[src/core/scs_defs.svh]
// Constants for the serializer clock source and self-test control block
`ifndef SCS_DEFS_SVH
`define SCS_DEFS_SVH

`define SCS_CLK_PERIOD_NS     32'd100
`define SCS_LOCK_TIME_NS      32'd2000
`define SCS_LOCK_CYCLES       ((`SCS_LOCK_TIME_NS + `SCS_CLK_PERIOD_NS - 32'd1) / `SCS_CLK_PERIOD_NS)
`define SCS_LOST_TIME_NS      32'd1000
`define SCS_LOST_CYCLES       (`SCS_LOST_TIME_NS / `SCS_CLK_PERIOD_NS)
`define SCS_DETECT_EDGES      4'd4

`define SCS_ADDR_AUTOSWITCH   8'h03
`define SCS_ADDR_OSC_SELECT   8'h14
`define SCS_AUTOSWITCH_RESET  8'h01
`define SCS_OSC_SELECT_RESET  8'h00
`define SCS_EDGE_SEL_BIT      0
`define SCS_AUTOSW_OFF_BIT    1
`define SCS_OSC_LO_BIT        1
`define SCS_OSC_HI_BIT        2

`define SCS_OSC_FAST_CODE     2'b01
`define SCS_OSC_RSVD_CODE     2'b11
`define SCS_INT_DIV_FAST      4'd2
`define SCS_INT_DIV_SLOW      4'd4

`define SCS_STRAP_PIX_MIN     10'd750
`define SCS_STRAP_PIX_MAX     10'd1000
`define SCS_STRAP_EXT_MIN     10'd292
`define SCS_STRAP_EXT_MAX     10'd339

`define SCS_LFSR_SEED         12'hace

`endif

[src/core/scs_pkg.sv]
// Types for the serializer clock source and self-test control block
package scs_pkg;
  typedef enum logic [2:0] {
    ST_DOWN,
    ST_LOCK_INT,
    ST_RUN_INT,
    ST_LOCK_PIX,
    ST_RUN_PIX
  } scs_state_type;
endpackage

[src/core/scs_clock_detect.sv]
// Pixel clock activity detector working on filtered edge pulses
`timescale 1ns/100ps
`default_nettype none
`include "scs_defs.svh"

module scs_clock_detect
  import scs_pkg::*;
(
  input  wire logic clock,
  input  wire logic rst_n,
  input  wire logic edge_seen,
  output var  logic active
);

  logic [7:0] idle_cnt_reg;
  logic [7:0] idle_cnt_next;
  logic [3:0] edge_cnt_reg;
  logic [3:0] edge_cnt_next;
  logic       active_reg;
  logic       active_next;

  // Several edges in a row make the clock valid; a long quiet spell drops it
  always_comb begin
    idle_cnt_next = idle_cnt_reg;
    edge_cnt_next = edge_cnt_reg;
    active_next   = active_reg;
    if (edge_seen) begin
      idle_cnt_next = 8'h00;
      if (edge_cnt_reg != `SCS_DETECT_EDGES) begin
        edge_cnt_next = edge_cnt_reg + 4'h1;
      end
      if (edge_cnt_next == `SCS_DETECT_EDGES) begin
        active_next = 1'b1;
      end
    end else if (idle_cnt_reg == 8'(`SCS_LOST_CYCLES)) begin
      edge_cnt_next = 4'h0;
      active_next   = 1'b0;
    end else begin
      idle_cnt_next = idle_cnt_reg + 8'h01;
    end
  end

  always_ff @(posedge clock) begin
    if (!rst_n) begin
      idle_cnt_reg <= 8'h00;
      edge_cnt_reg <= 4'h0;
      active_reg   <= 1'b0;
    end else begin
      idle_cnt_reg <= idle_cnt_next;
      edge_cnt_reg <= edge_cnt_next;
      active_reg   <= active_next;
    end
  end

  assign active = active_reg;

endmodule // scs_clock_detect
`default_nettype wire

[src/core/scs_clock_source.sv]
// Serializer clock source selection, power-down, edge select and self-test framing
//
// Behaviour
// - Latch pixels on edge chosen by select bit
// - Power-down low: serial outputs static high
// - No pixel clock: run link from oscillator
// - Pixel clock returns: lock, resume pixel data
// - External oscillator halved onto general pin two
// - Four edges seen, switch-off bit clear: use pixel clock
// - Pixel clock lost: back to internal oscillator
// - Oscillator mode: pins two, three carry clocks
// - Pixel clock mode: all four pins general
// - Strap ratio selects pixel or oscillator mode
// - Oscillator field picks internal frame rate
// - Self test loads oscillator field remotely
// - Frame rate: pixel clock over 2 or 1.5
// - Self test sends pattern instead of pixels
`timescale 1ns/100ps
`default_nettype none
`include "scs_defs.svh"

module scs_clock_source
  import scs_pkg::*;
(
  input  wire logic        clock,
  input  wire logic        rst_n,
  input  wire logic        power_down_n,
  input  wire logic        pixel_clock,
  input  wire logic [11:0] pixel_data,
  input  wire logic        ext_osc_in,
  input  wire logic        twelve_bit_mode,
  input  wire logic [9:0]  mode_strap_ratio,
  input  wire logic [3:0]  gp_remote_in,
  input  wire logic        bc_self_test,
  input  wire logic [1:0]  bc_osc_select,
  input  wire logic        reg_write,
  input  wire logic [7:0]  reg_addr,
  input  wire logic [7:0]  reg_wdata,
  output logic      [7:0]  reg_rdata,
  output logic             link_enable,
  output logic             serial_idle_high,
  output logic             on_internal_osc,
  output logic             frame_valid,
  output logic      [11:0] frame_data,
  output logic             frame_is_pattern,
  output logic             ext_osc_mode,
  output logic      [3:0]  gp_out,
  output logic      [3:0]  gp_oe_n
);

  ////////////////////////////////////////////////////////////////////////////////
  // Pin synchronisers: change accepted once stages two and three agree

  logic [2:0]  s1_reg, s2_reg, s3_reg, filt_reg, filt_next;
  logic [11:0] d1_reg, d2_reg, d3_reg;
  logic        pix_rise_reg, pix_fall_reg, osc_rise_reg;
  logic        pix_rise_next, pix_fall_next, osc_rise_next;

  always_comb begin
    filt_next = filt_reg;
    for (int i = 0; i < 3; i++) begin
      if (s2_reg[i] == s3_reg[i]) begin
        filt_next[i] = s3_reg[i];
      end
    end
    pix_rise_next = filt_next[1] & ~filt_reg[1];
    pix_fall_next = ~filt_next[1] & filt_reg[1];
    osc_rise_next = filt_next[2] & ~filt_reg[2];
  end

  always_ff @(posedge clock) begin
    if (!rst_n) begin
      s1_reg <= 3'h0; s2_reg <= 3'h0; s3_reg <= 3'h0; filt_reg <= 3'h0;
      d1_reg <= 12'h000; d2_reg <= 12'h000; d3_reg <= 12'h000;
      pix_rise_reg <= 1'b0; pix_fall_reg <= 1'b0; osc_rise_reg <= 1'b0;
    end else begin
      s1_reg <= {ext_osc_in, pixel_clock, power_down_n};
      s2_reg <= s1_reg; s3_reg <= s2_reg; filt_reg <= filt_next;
      d1_reg <= pixel_data; d2_reg <= d1_reg; d3_reg <= d2_reg;
      pix_rise_reg <= pix_rise_next; pix_fall_reg <= pix_fall_next;
      osc_rise_reg <= osc_rise_next;
    end
  end

  logic pd_n_filt;
  logic pix_active;
  assign pd_n_filt = filt_reg[0];

  scs_clock_detect u_detect (
    .clock     (clock),
    .rst_n     (rst_n),
    .edge_seen (pix_rise_reg),
    .active    (pix_active)
  );

  ////////////////////////////////////////////////////////////////////////////////
  // Registers, strap and self-test command

  logic [7:0] autosw_reg, autosw_next, osc_reg, osc_next, rdata_reg, rdata_next;
  logic       strap_done_reg, strap_done_next, ext_mode_reg, ext_mode_next;
  logic       test_reg, test_next;

  function automatic logic in_range(input logic [9:0] v, input logic [9:0] lo,
                                    input logic [9:0] hi);
    in_range = (v >= lo) && (v <= hi);
  endfunction

  always_comb begin
    autosw_next     = autosw_reg;
    osc_next        = osc_reg;
    strap_done_next = 1'b1;
    ext_mode_next   = ext_mode_reg;
    test_next       = bc_self_test;
    if (!strap_done_reg) begin
      if (in_range(mode_strap_ratio, `SCS_STRAP_EXT_MIN, `SCS_STRAP_EXT_MAX)) begin
        ext_mode_next = 1'b1;
      end else if (in_range(mode_strap_ratio, `SCS_STRAP_PIX_MIN, `SCS_STRAP_PIX_MAX)) begin
        ext_mode_next = 1'b0;
      end
    end
    if (reg_write && reg_addr == `SCS_ADDR_AUTOSWITCH) begin
      autosw_next = reg_wdata;
    end
    if (reg_write && reg_addr == `SCS_ADDR_OSC_SELECT) begin
      osc_next = reg_wdata;
    end
    if (test_reg) begin
      osc_next[`SCS_OSC_HI_BIT:`SCS_OSC_LO_BIT] = bc_osc_select;
    end
    unique case (reg_addr)
      `SCS_ADDR_AUTOSWITCH: rdata_next = autosw_reg;
      `SCS_ADDR_OSC_SELECT: rdata_next = osc_reg;
      default:              rdata_next = 8'h00;
    endcase
  end

  always_ff @(posedge clock) begin
    if (!rst_n) begin
      autosw_reg <= `SCS_AUTOSWITCH_RESET; osc_reg <= `SCS_OSC_SELECT_RESET;
      rdata_reg <= 8'h00; strap_done_reg <= 1'b0; ext_mode_reg <= 1'b0; test_reg <= 1'b0;
    end else begin
      autosw_reg <= autosw_next; osc_reg <= osc_next; rdata_reg <= rdata_next;
      strap_done_reg <= strap_done_next; ext_mode_reg <= ext_mode_next;
      test_reg <= test_next;
    end
  end

  ////////////////////////////////////////////////////////////////////////////////
  // Clock source state machine and frame generation

  scs_state_type state_reg, state_next;
  logic [7:0]  lock_cnt_reg, lock_cnt_next;
  logic [3:0]  tick_cnt_reg, tick_cnt_next;
  logic [1:0]  phase_reg, phase_next;
  logic [11:0] pix_hold_reg, pix_hold_next, lfsr_reg, lfsr_next;
  logic [11:0] fdata_next;
  logic        fvalid_next, fpat_next, half_ref_reg, half_ref_next;
  logic [3:0]  gp_out_next, gp_oe_n_next;
  logic        want_pixel, take, int_tick;
  logic [3:0]  int_div;
  logic [1:0]  osc_field;

  assign osc_field  = osc_reg[`SCS_OSC_HI_BIT:`SCS_OSC_LO_BIT];
  // Test clock select 00 means pixel clock; any other code keeps the internal one
  assign want_pixel = pix_active && !autosw_reg[`SCS_AUTOSW_OFF_BIT] &&
                      !(test_reg && bc_osc_select != 2'b00);
  assign take       = autosw_reg[`SCS_EDGE_SEL_BIT] ? pix_rise_reg : pix_fall_reg;
  // Reserved code falls back to the slow rate
  assign int_div    = (osc_field == `SCS_OSC_FAST_CODE) ? `SCS_INT_DIV_FAST
                                                        : `SCS_INT_DIV_SLOW;
  assign int_tick   = (tick_cnt_reg == int_div - 4'h1);

  always_comb begin
    state_next    = state_reg;
    lock_cnt_next = lock_cnt_reg;
    tick_cnt_next = 4'h0;
    phase_next    = phase_reg;
    pix_hold_next = pix_hold_reg;
    lfsr_next     = lfsr_reg;
    fvalid_next   = 1'b0;
    fdata_next    = frame_data;
    fpat_next     = frame_is_pattern;
    half_ref_next = half_ref_reg;
    if (ext_mode_reg && osc_rise_reg) begin
      half_ref_next = ~half_ref_reg;
    end
    unique case (state_reg)
      ST_DOWN: begin
        if (pd_n_filt) begin
          state_next    = ST_LOCK_INT;
          lock_cnt_next = 8'(`SCS_LOCK_CYCLES);
        end
      end
      ST_LOCK_INT, ST_LOCK_PIX: begin
        phase_next = 2'b00;
        if (state_reg == ST_LOCK_PIX && !want_pixel) begin
          state_next    = ST_LOCK_INT;
          lock_cnt_next = 8'(`SCS_LOCK_CYCLES);
        end else if (lock_cnt_reg == 8'h00) begin
          state_next = (state_reg == ST_LOCK_PIX) ? ST_RUN_PIX : ST_RUN_INT;
        end else begin
          lock_cnt_next = lock_cnt_reg - 8'h01;
        end
      end
      ST_RUN_INT: begin
        tick_cnt_next = int_tick ? 4'h0 : tick_cnt_reg + 4'h1;
        fvalid_next   = int_tick;
        if (want_pixel) begin
          state_next    = ST_LOCK_PIX;
          lock_cnt_next = 8'(`SCS_LOCK_CYCLES);
          fvalid_next   = 1'b0;
        end
      end
      ST_RUN_PIX: begin
        if (!want_pixel) begin
          state_next    = ST_LOCK_INT;
          lock_cnt_next = 8'(`SCS_LOCK_CYCLES);
        end else if (take) begin
          pix_hold_next = d3_reg;
          // One frame per two pixels, or two frames per three pixels
          if (twelve_bit_mode) begin
            phase_next  = (phase_reg == 2'b10) ? 2'b00 : phase_reg + 2'b01;
            fvalid_next = (phase_reg != 2'b00);
          end else begin
            phase_next  = {1'b0, ~phase_reg[0]};
            fvalid_next = phase_reg[0];
          end
        end
      end
    endcase
    if (!pd_n_filt) begin
      state_next  = ST_DOWN;
      fvalid_next = 1'b0;
    end
    if (fvalid_next) begin
      fpat_next = test_reg;
      if (test_reg) begin
        lfsr_next  = {lfsr_reg[10:0], lfsr_reg[11] ^ lfsr_reg[5] ^ lfsr_reg[3] ^ lfsr_reg[0]};
        fdata_next = lfsr_reg;
      end else begin
        fdata_next = (state_reg == ST_RUN_PIX) ? pix_hold_next : 12'h000;
      end
    end
    // Clock pins leave the general pool in oscillator mode
    gp_out_next  = gp_remote_in;
    gp_oe_n_next = 4'h0;
    if (ext_mode_reg) begin
      gp_out_next[2]  = half_ref_next;
      gp_out_next[3]  = 1'b0;
      gp_oe_n_next[3] = 1'b1;
    end
  end

  always_ff @(posedge clock) begin
    if (!rst_n) begin
      state_reg <= ST_DOWN; lock_cnt_reg <= 8'h00; tick_cnt_reg <= 4'h0;
      phase_reg <= 2'b00; pix_hold_reg <= 12'h000; lfsr_reg <= `SCS_LFSR_SEED;
      half_ref_reg <= 1'b0; frame_valid <= 1'b0; frame_data <= 12'h000;
      frame_is_pattern <= 1'b0; link_enable <= 1'b0; serial_idle_high <= 1'b1;
      on_internal_osc <= 1'b1; gp_out <= 4'h0; gp_oe_n <= 4'hf;
    end else begin
      state_reg <= state_next; lock_cnt_reg <= lock_cnt_next;
      tick_cnt_reg <= tick_cnt_next; phase_reg <= phase_next;
      pix_hold_reg <= pix_hold_next; lfsr_reg <= lfsr_next; half_ref_reg <= half_ref_next;
      frame_valid <= fvalid_next; frame_data <= fdata_next; frame_is_pattern <= fpat_next;
      link_enable <= (state_next != ST_DOWN);
      serial_idle_high <= (state_next != ST_RUN_INT) && (state_next != ST_RUN_PIX);
      on_internal_osc <= (state_next != ST_RUN_PIX) && (state_next != ST_LOCK_PIX);
      gp_out <= gp_out_next; gp_oe_n <= gp_oe_n_next;
    end
  end

  assign reg_rdata    = rdata_reg;
  assign ext_osc_mode = ext_mode_reg;
endmodule // scs_clock_source
`default_nettype wire

[config.mk]
export PLATFORM = sky130hd
export DESIGN_NAME = scs_clock_source
export DESIGN_NICKNAME = d
export VERILOG_FILES = /design/src/core/scs_pkg.sv /design/src/core/scs_clock_detect.sv /design/src/core/scs_clock_source.sv
export VERILOG_INCLUDE_DIRS = /design/src /design/src/core
export SDC_FILE = /design/constraint.sdc
export NUM_CORES = 1
export LEC_CHECK = 0
export ABC_AREA = 1
export BUFFER_PORTS_ARGS = -buffer_cell sky130_fd_sc_hd__buf_4
export CORE_UTILIZATION = 45
export DETAILED_ROUTE_END_ITERATION = 6
export PLACE_DENSITY_LB_ADDON = 0.08
export SYNTH_ARGS = -nofsm -noshare
export SYNTH_HDL_FRONTEND = slang
export SYNTH_SLANG_ARGS = --single-unit
[constraint.sdc]
create_clock -name clock -period 2.6 [get_ports clock]
set_clock_uncertainty 0.2 [all_clocks]
set_input_delay 0.39 -clock clock [delete_from_list [all_inputs] [get_ports clock]]
set_output_delay 0.39 -clock clock [all_outputs]
set_load 0.02 [all_outputs]
==> results of run 1 <==
==> kinds of logic (layout without fill, tap and decap cells) <==
family	after synthesis	count (layout)	share of synthesized area (%)
buf+inv	160	269	9.79
compound gates	102	102	8.63
fa+ha+maj	7	7	1.35
simple gates	458	458	30.2
flops	156	156	48.3
xor+xnor	13	13	1.76
==> layer usage <==
layer  part of all wire, %  wire (µm)  vias up  track usage, %
li1                      -          -     3009               -
met1                    49       6930     2493            27.0
met2                    47       6650      105            33.1
met3                   3.7        524       13            5.10
met4                   1.1        151        0            7.18
met5                     0          0        -               0
==> final timing paths <==
path,start,end,cells past startpoint
setup / recovery,autosw_reg[0],frame_data[1],10
hold / removal,reg_wdata[3],osc_reg[3],3
hold reg to reg,d1_reg[2],d2_reg[2],2
setup reg to reg,autosw_reg[0],frame_data[1],10
==> cells in the mapped netlist <==
cell / n
buf_6: 1
inv_1: 118
buf_4: 4
nor3b_1: 2
nand2_4: 2
xnor2_1: 5
o22ai_1: 8
a21oi_1: 59
dfxtp_1: 156
a21oi_2: 2
nand2_2: 6
inv_2: 3
nand3_2: 1
a31oi_1: 2
buf_1: 3
nand4_2: 1
nand3_1: 85
xor2_1: 8
o21ai_0: 20
nor3_1: 5
nand3_4: 1
clkbuf_1: 25
nor4_1: 2
nand2_1: 263
clkinv_1: 1
buf_2: 4
o211ai_1: 2
a211oi_1: 9
nand3b_1: 2
ha_1: 7
nor2_4: 2
inv_6: 1
or2_2: 1
nand4_1: 9
nor2_1: 76
==> per-stage QoR <==
step / setup WS, ns / cells / hold WS [ns]
finish: 0.489 / 1185 / 0.0539
global route: 0.247 / 1185 / 0.0505
CTS: 0.468 / 1185 / 0.0357
detailed placement: 0.481 / 1132 / 0.196
global placement: 0.526 / 1132 / 0.192
floorplan: 0.896 / 896 / 0.190
==> cell type report <==
type,instances,area [µm²]
sequential,156,3120
timing repair buffer,114,921
clock inverter,13,158
clock buffer,19,443
fill,1340,5890
multi-input combinational,580,2710
inverter,123,467
tap,180,225
==> worst register-to-register path, stage by stage, from the launching register on <==
cell and delay [ns]:
dfxtp_1 0.35, inv_1 0.09, nand2_1 0.32, nand2_1 0.16
nor2_1 0.15, nand2_2 0.08, nand2_4 0.13, nand2_4 0.16
inv_6 0.19, nand2_1 0.07, a21oi_1 0.13
==> where the power goes <==
| part | internal, W | switching [W] | leakage (nW) | total, W |
|---|---|---|---|---|
| Combinational | 0.000117 | 0.000127 | 2.24 | 0.000244 |
| Clock | 0.00147 | 0.00104 | 0.290 | 0.00251 |
| Sequential | 0.00243 | 0.0000187 | 1.27 | 0.00245 |
| Total | 0.00401 | 0.00119 | 3.80 | 0.00520 |
==> what timing repair did <==
item,CTS,global route
hold buffers,21,0
gates resized for setup,0,0
endpoints found under the hold margin,21,0
setup buffers,0,0
==> flow_metrics.tcl, run 1 <==
set metrics [dict create \
    status "completed" \
    tns_ns 0 \
    final_nets 1051 \
    wl_per_cell_um 12.0 \
    finalWirelength_mm 14.3 \
    dieArea_mm2 0.0149 \
    hold_viol 0 \
    start_util_pct 46.4 \
    fp.dieW_um 122 \
    startpoint_type "flip-flop" \
    required_ns 2.75 \
    cts-htree-levels 4 \
    syn_avg_cell_area_um2 7.22 \
    hold_class "input port to flip-flop" \
    fin_crit_sh_pct 81.2 \
    worst_ep_arrival_time_ns 2.26 \
    gp_routability_congestion 0.780 \
    yosysTopAreaCellShare_pct 48.3 \
    critPathMaxFanout 19 \
    yosysSeqAreaShare_pct 48.3 \
    post-dp-hpwl_mm 9.61 \
    cts_buffer_depth 2 \
    relSlewSlack_pct 61.1 \
    worstSetupPathType "flip-flop to flip-flop" \
    area_growth_pct 24.4 \
    synth_nets 955 \
    crit_buf_inv 2 \
    cpMostUsedCell "nand2_1" \
    yosysTopAreaCell "dfxtp_1" \
    crit_slowest_cell "dfxtp_1" \
    fin_crit_ns 2.11 \
    numPortBuffers 85 \
    clock-root-buffer "clkbuf_16" \
    grt-ovfl-total 0 \
    yosys_register_bits 156 \
    leakage_nw 3.80 \
    cp-end-kind "flip-flop" \
    die_y_um 122 \
    antenna_found_initial 0 \
    r2r_slack_ns 0.49 \
    postSynthCellCount 896 \
    worst_pin_slew_ns 0.583 \
    drv_cap 0 \
    drt-initial-drc-count 378 \
    grt_pass1_vias 5085 \
    rows 43 \
    clk_pin_slew_worst_paths_ns 0.06 \
    ys_warn_count 0 \
    crit_chain "inv_1, nand2_1, nand2_1, nor2_1, nand2_2, nand2_4, nand2_4, inv_6, nand2_1, a21oi_1" \
    fmax_mhz 474 \
    cts.sinks 156 \
    mostFrequentLayoutCell "nand2_1" \
    io_pins 86 \
    final_util_pct 57.7 \
    synth_cell_type_count 35 \
    final_cell_area_mm2 0.00805 \
    vias 5620 \
    mostFrequentLayoutCells "nand2_1 (263), dfxtp_1 (156), inv_1 (117), buf_4 (92), nand3_1 (85)" \
    path_delay_family "simple AND/OR/NAND/NOR gates" \
    total_power_w 0.00520 \
    setup_viol 0 \
    cts_buffers 17 \
    syn_area_mm2 0.00647 \
    ys_top_cells_by_area "dfxtp_1 (48%), nand2_1 (15%), inv_1 (6.8%)" \
    cpPeakStageDelay_ns 0.35 \
    clk_latency_ns 0.43 \
    vdd_drop_max_uv 493 \
    grt_max_degree 52 \
    drtAntennaViolNets 0 \
    rsz0062_at_grt "false" \
    gr-usage-all-layers_pct 20.7 \
    placed_area_mm2 0.00724 \
    n_antenna_cell 0 \
    drive_above_1_share_pct 14.4 \
    viasPerCell 4.74 \
    maxSlewViolCount 0 \
    core-area_mm2 0.0139 \
    powerDensity_mw_per_mm2 646 \
    drt_first_pass_iters 5 \
    cts_tree "done" \
    drcViolationCount 0 \
    grt_pass1_wl_mm 23.7 \
]
No activity file was read; power rests on OpenSTA's default activity.
==> run 2: changes to the inputs <==
--- a/config.mk
+++ b/config.mk
@@ -6,7 +6,7 @@
 export SDC_FILE = /design/constraint.sdc
 export NUM_CORES = 1
 export LEC_CHECK = 0
-export ABC_AREA = 1
+export ABC_AREA = 0
 export BUFFER_PORTS_ARGS = -buffer_cell sky130_fd_sc_hd__buf_4
 export CORE_UTILIZATION = 45
 export DETAILED_ROUTE_END_ITERATION = 6
==> constraint.sdc (replaced) <==
create_clock -name clock -period 2 [get_ports clock]
set_clock_uncertainty 0.2 [all_clocks]
set_input_delay 0.3 -clock clock [delete_from_list [all_inputs] [get_ports clock]]
set_output_delay 0.3 -clock clock [all_outputs]
set_load 0.02 [all_outputs]
==> flow_metrics.tcl, run 2 <==
set metrics [dict create \
    status "complete, but fails checks" \
    violations "negative setup slack" \
    syn_area_mm2 0.00610 \
    yosysTopAreaCell "dfxtp_1" \
    n_antenna_cell 0 \
    worst_ep_arrival_time_ns 2.18 \
    grt_max_degree 86 \
    fin_crit_sh_pct 104 \
    r2r_slack_ns -0.08 \
    hold_class "input port to flip-flop" \
    mostFrequentLayoutCell "dfxtp_1" \
    synth_cell_type_count 53 \
    synthMuxAreaShare_pct 6.52 \
    dieArea_mm2 0.0140 \
    drive_above_1_share_pct 26.7 \
    cts-htree-levels 4 \
    grt_pass1_vias 5030 \
    tns_ns -0.561 \
    r2r_end "frame_data[5]" \
    final_util_pct 62.6 \
    r2r_start "state_reg[2]" \
    start_util_pct 46.1 \
    gr-usage-all-layers_pct 20.8 \
    fmax_mhz 481 \
    yosysMostFrequentCell "dfxtp_1" \
    synth_compound_area_share_pct 11.3 \
    ys_warn_count 0 \
    rsz0062_at_grt "true" \
    relSlewSlack_pct 70.0 \
    synth_nets 694 \
    worst_pin_slew_ns 0.447 \
    syn_avg_cell_area_um2 9.61 \
    drt-initial-drc-count 262 \
    async_flop_share_pct 0 \
    finalWirelength_mm 13.9 \
    mostFrequentLayoutCells "dfxtp_1 (153), buf_4 (138), and2_1 (57), nor2_1 (49), nand3_1 (40)" \
    synth_top_family_by_area "simple AND/OR/NAND/NOR gates" \
    viasPerCell 5.23 \
    core-area_mm2 0.0132 \
    antenna_found_initial 0 \
    synthFlopType "dfxtp_1" \
    vias 5114 \
    synth-xor-area-share_pct 2.15 \
    clk_pin_slew_worst_paths_ns 0.06 \
    cts_buffer_depth 2 \
    final_nets 849 \
    cts.sinks 156 \
    grt-ovfl-total 0 \
    cts_buffers 17 \
    die_y_um 118 \
    grt_pass1_wl_mm 23.3 \
    worstHoldEndpoint "ext_osc_mode" \
    clock-root-buffer "clkbuf_16" \
    maxSlewViolCount 0 \
    synthTopCellsByCount "dfxtp_1 (156), and2_1 (63), nor2_1 (49)" \
    rows 42 \
    wl_per_cell_um 14.2 \
    vdd_drop_max_uv 613 \
    yosys_register_bits 156 \
    ys_top_cells_by_area "dfxtp_1 (51%), and2_1 (6.5%), mux2i_1 (3.9%)" \
    worstSetupPathType "flip-flop to flip-flop" \
    area_growth_pct 35.9 \
    leakage_nw 3.57 \
    clk_latency_ns 0.42 \
    r2r_cells 7 \
    postSynthCellCount 635 \
    setup_viol 20 \
    hold_viol 0 \
    cp-end-kind "flip-flop" \
    gp_routability_congestion 0.839 \
    yosys.area_share.simple_pct 23.6 \
    whs_path_depth 3 \
    fp.dieW_um 118 \
    min-delay-start "mode_strap_ratio[9]" \
    synth-edff-count 0 \
    cts_tree "done" \
    fillers 1100 \
    critPathMaxFanout 9 \
    drv_cap 0 \
    io_pins 86 \
    startpoint_type "flip-flop" \
    yosysSeqAreaShare_pct 51.2 \
    synth_fa_ha_area_share_pct 1.43 \
    post-dp-hpwl_mm 9.55 \
    powerDensity_mw_per_mm2 805 \
    timing.final.ws_setup_ns -0.0801 \
    required_ns 2.10 \
    drcViolationCount 0 \
    yosysTopAreaCellShare_pct 51.2 \
    drtAntennaViolNets 0 \
    drt_first_pass_iters 4 \
    fin_crit_ns 2.08 \
    numPortBuffers 85 \
]
[run 2: changes by cell type after synthesis, sizes merged, moves of 14 or more]
cell	delta
nand2	-245
nand3	-47
o211ai	+20
mux2	+14
mux2i	+24
inv	-101
and2	+63
nor2	-29
a21oi	-38
[run 2: logic make-up (layout without fill, tap and decap cells)]
family | count (synthesis) | in the layout
compound gates | 101 | 101
xor+xnor | 15 | 15
fa+ha+maj | 7 | 7
buf+inv | 58 | 225
flops | 156 | 156
mux | 38 | 38
simple gates | 260 | 260
[run 2: final cells by class]
class,instances,area [µm²],share of cell area (%)
sequential,156,3130,37.7
clock inverter,11,145,1.75
timing repair buffer,173,1420,17.1
inverter,21,78.8,0.950
clock buffer,20,437,5.26
tap,176,220,2.65
multi-input combinational,421,2870,34.6
[run 2: critical path: stages (launching register included)]
cell,delay (ns)
dfxtp_2,0.34
or3b_4,0.42
nor4_4,0.22
buf_12,0.18
buf_12,0.12
mux2_4,0.31
o211ai_1,0.10
nand3_1,0.09
[run 2: what timing repair did]
item,in CTS,in global routing
pin swaps,1,0
endpoints found under the hold margin,38,0
endpoints found under the setup margin,45,45
hold buffers,32,0
gates resized for setup,15,12
buffers inserted,1,0
[run 2: worst max-delay path by stage]
stage | start | to | slack, ns | cells past startpoint
finish | state_reg[2] | frame_data[5] | -0.08 | 7
global route | test_reg | lfsr_reg[9] | -0.18 | 8
CTS | state_reg[2] | frame_data[5] | -0.09 | 7
detailed placement | bc_osc_select[0] | frame_data[8] | -0.14 | 7
global placement | bc_osc_select[0] | frame_data[5] | -0.13 | 8
floorplan | state_reg[0] | frame_data[10] | -0.12 | 7
[run 2: metrics by stage]
| step | power [W] | hold WS, ns | cells | worst slack [ns] | instance area [µm²] |
|---|---|---|---|---|---|
| finish | 0.00667 | 0.0339 | 978 | -0.0801 | 8290 |
| global route | 0.00692 | 0.0390 | 978 | -0.183 | 8290 |
| CTS | 0.00675 | 0.0199 | 978 | -0.0938 | 8240 |
| detailed placement | 0.00353 | 0.208 | 914 | -0.141 | 7280 |
| global placement | 0.00352 | 0.197 | 914 | -0.132 | 7280 |
| floorplan | 0.00338 | 0.128 | 635 | -0.122 | 6140 |
[run 2: power by group]
part | switching (W) | leakage (nW) | total, W | internal (W)
Clock | 0.00120 | 0.276 | 0.00315 | 0.00195
Combinational | 0.000149 | 2.03 | 0.000331 | 0.000182
Sequential | 0.0000249 | 1.27 | 0.00319 | 0.00316
Total | 0.00138 | 3.57 | 0.00667 | 0.00530
[run 2: layer usage]
layer / track usage, % / share of wire, % / vias to the layer above
met2: 34.9 / 48 / 121
met3: 6.13 / 4.9 / 25
li1: - / - / 2551
met4: 7.20 / 1.8 / 0
met1: 25.2 / 45 / 2417
met5: 0 / 0 / -
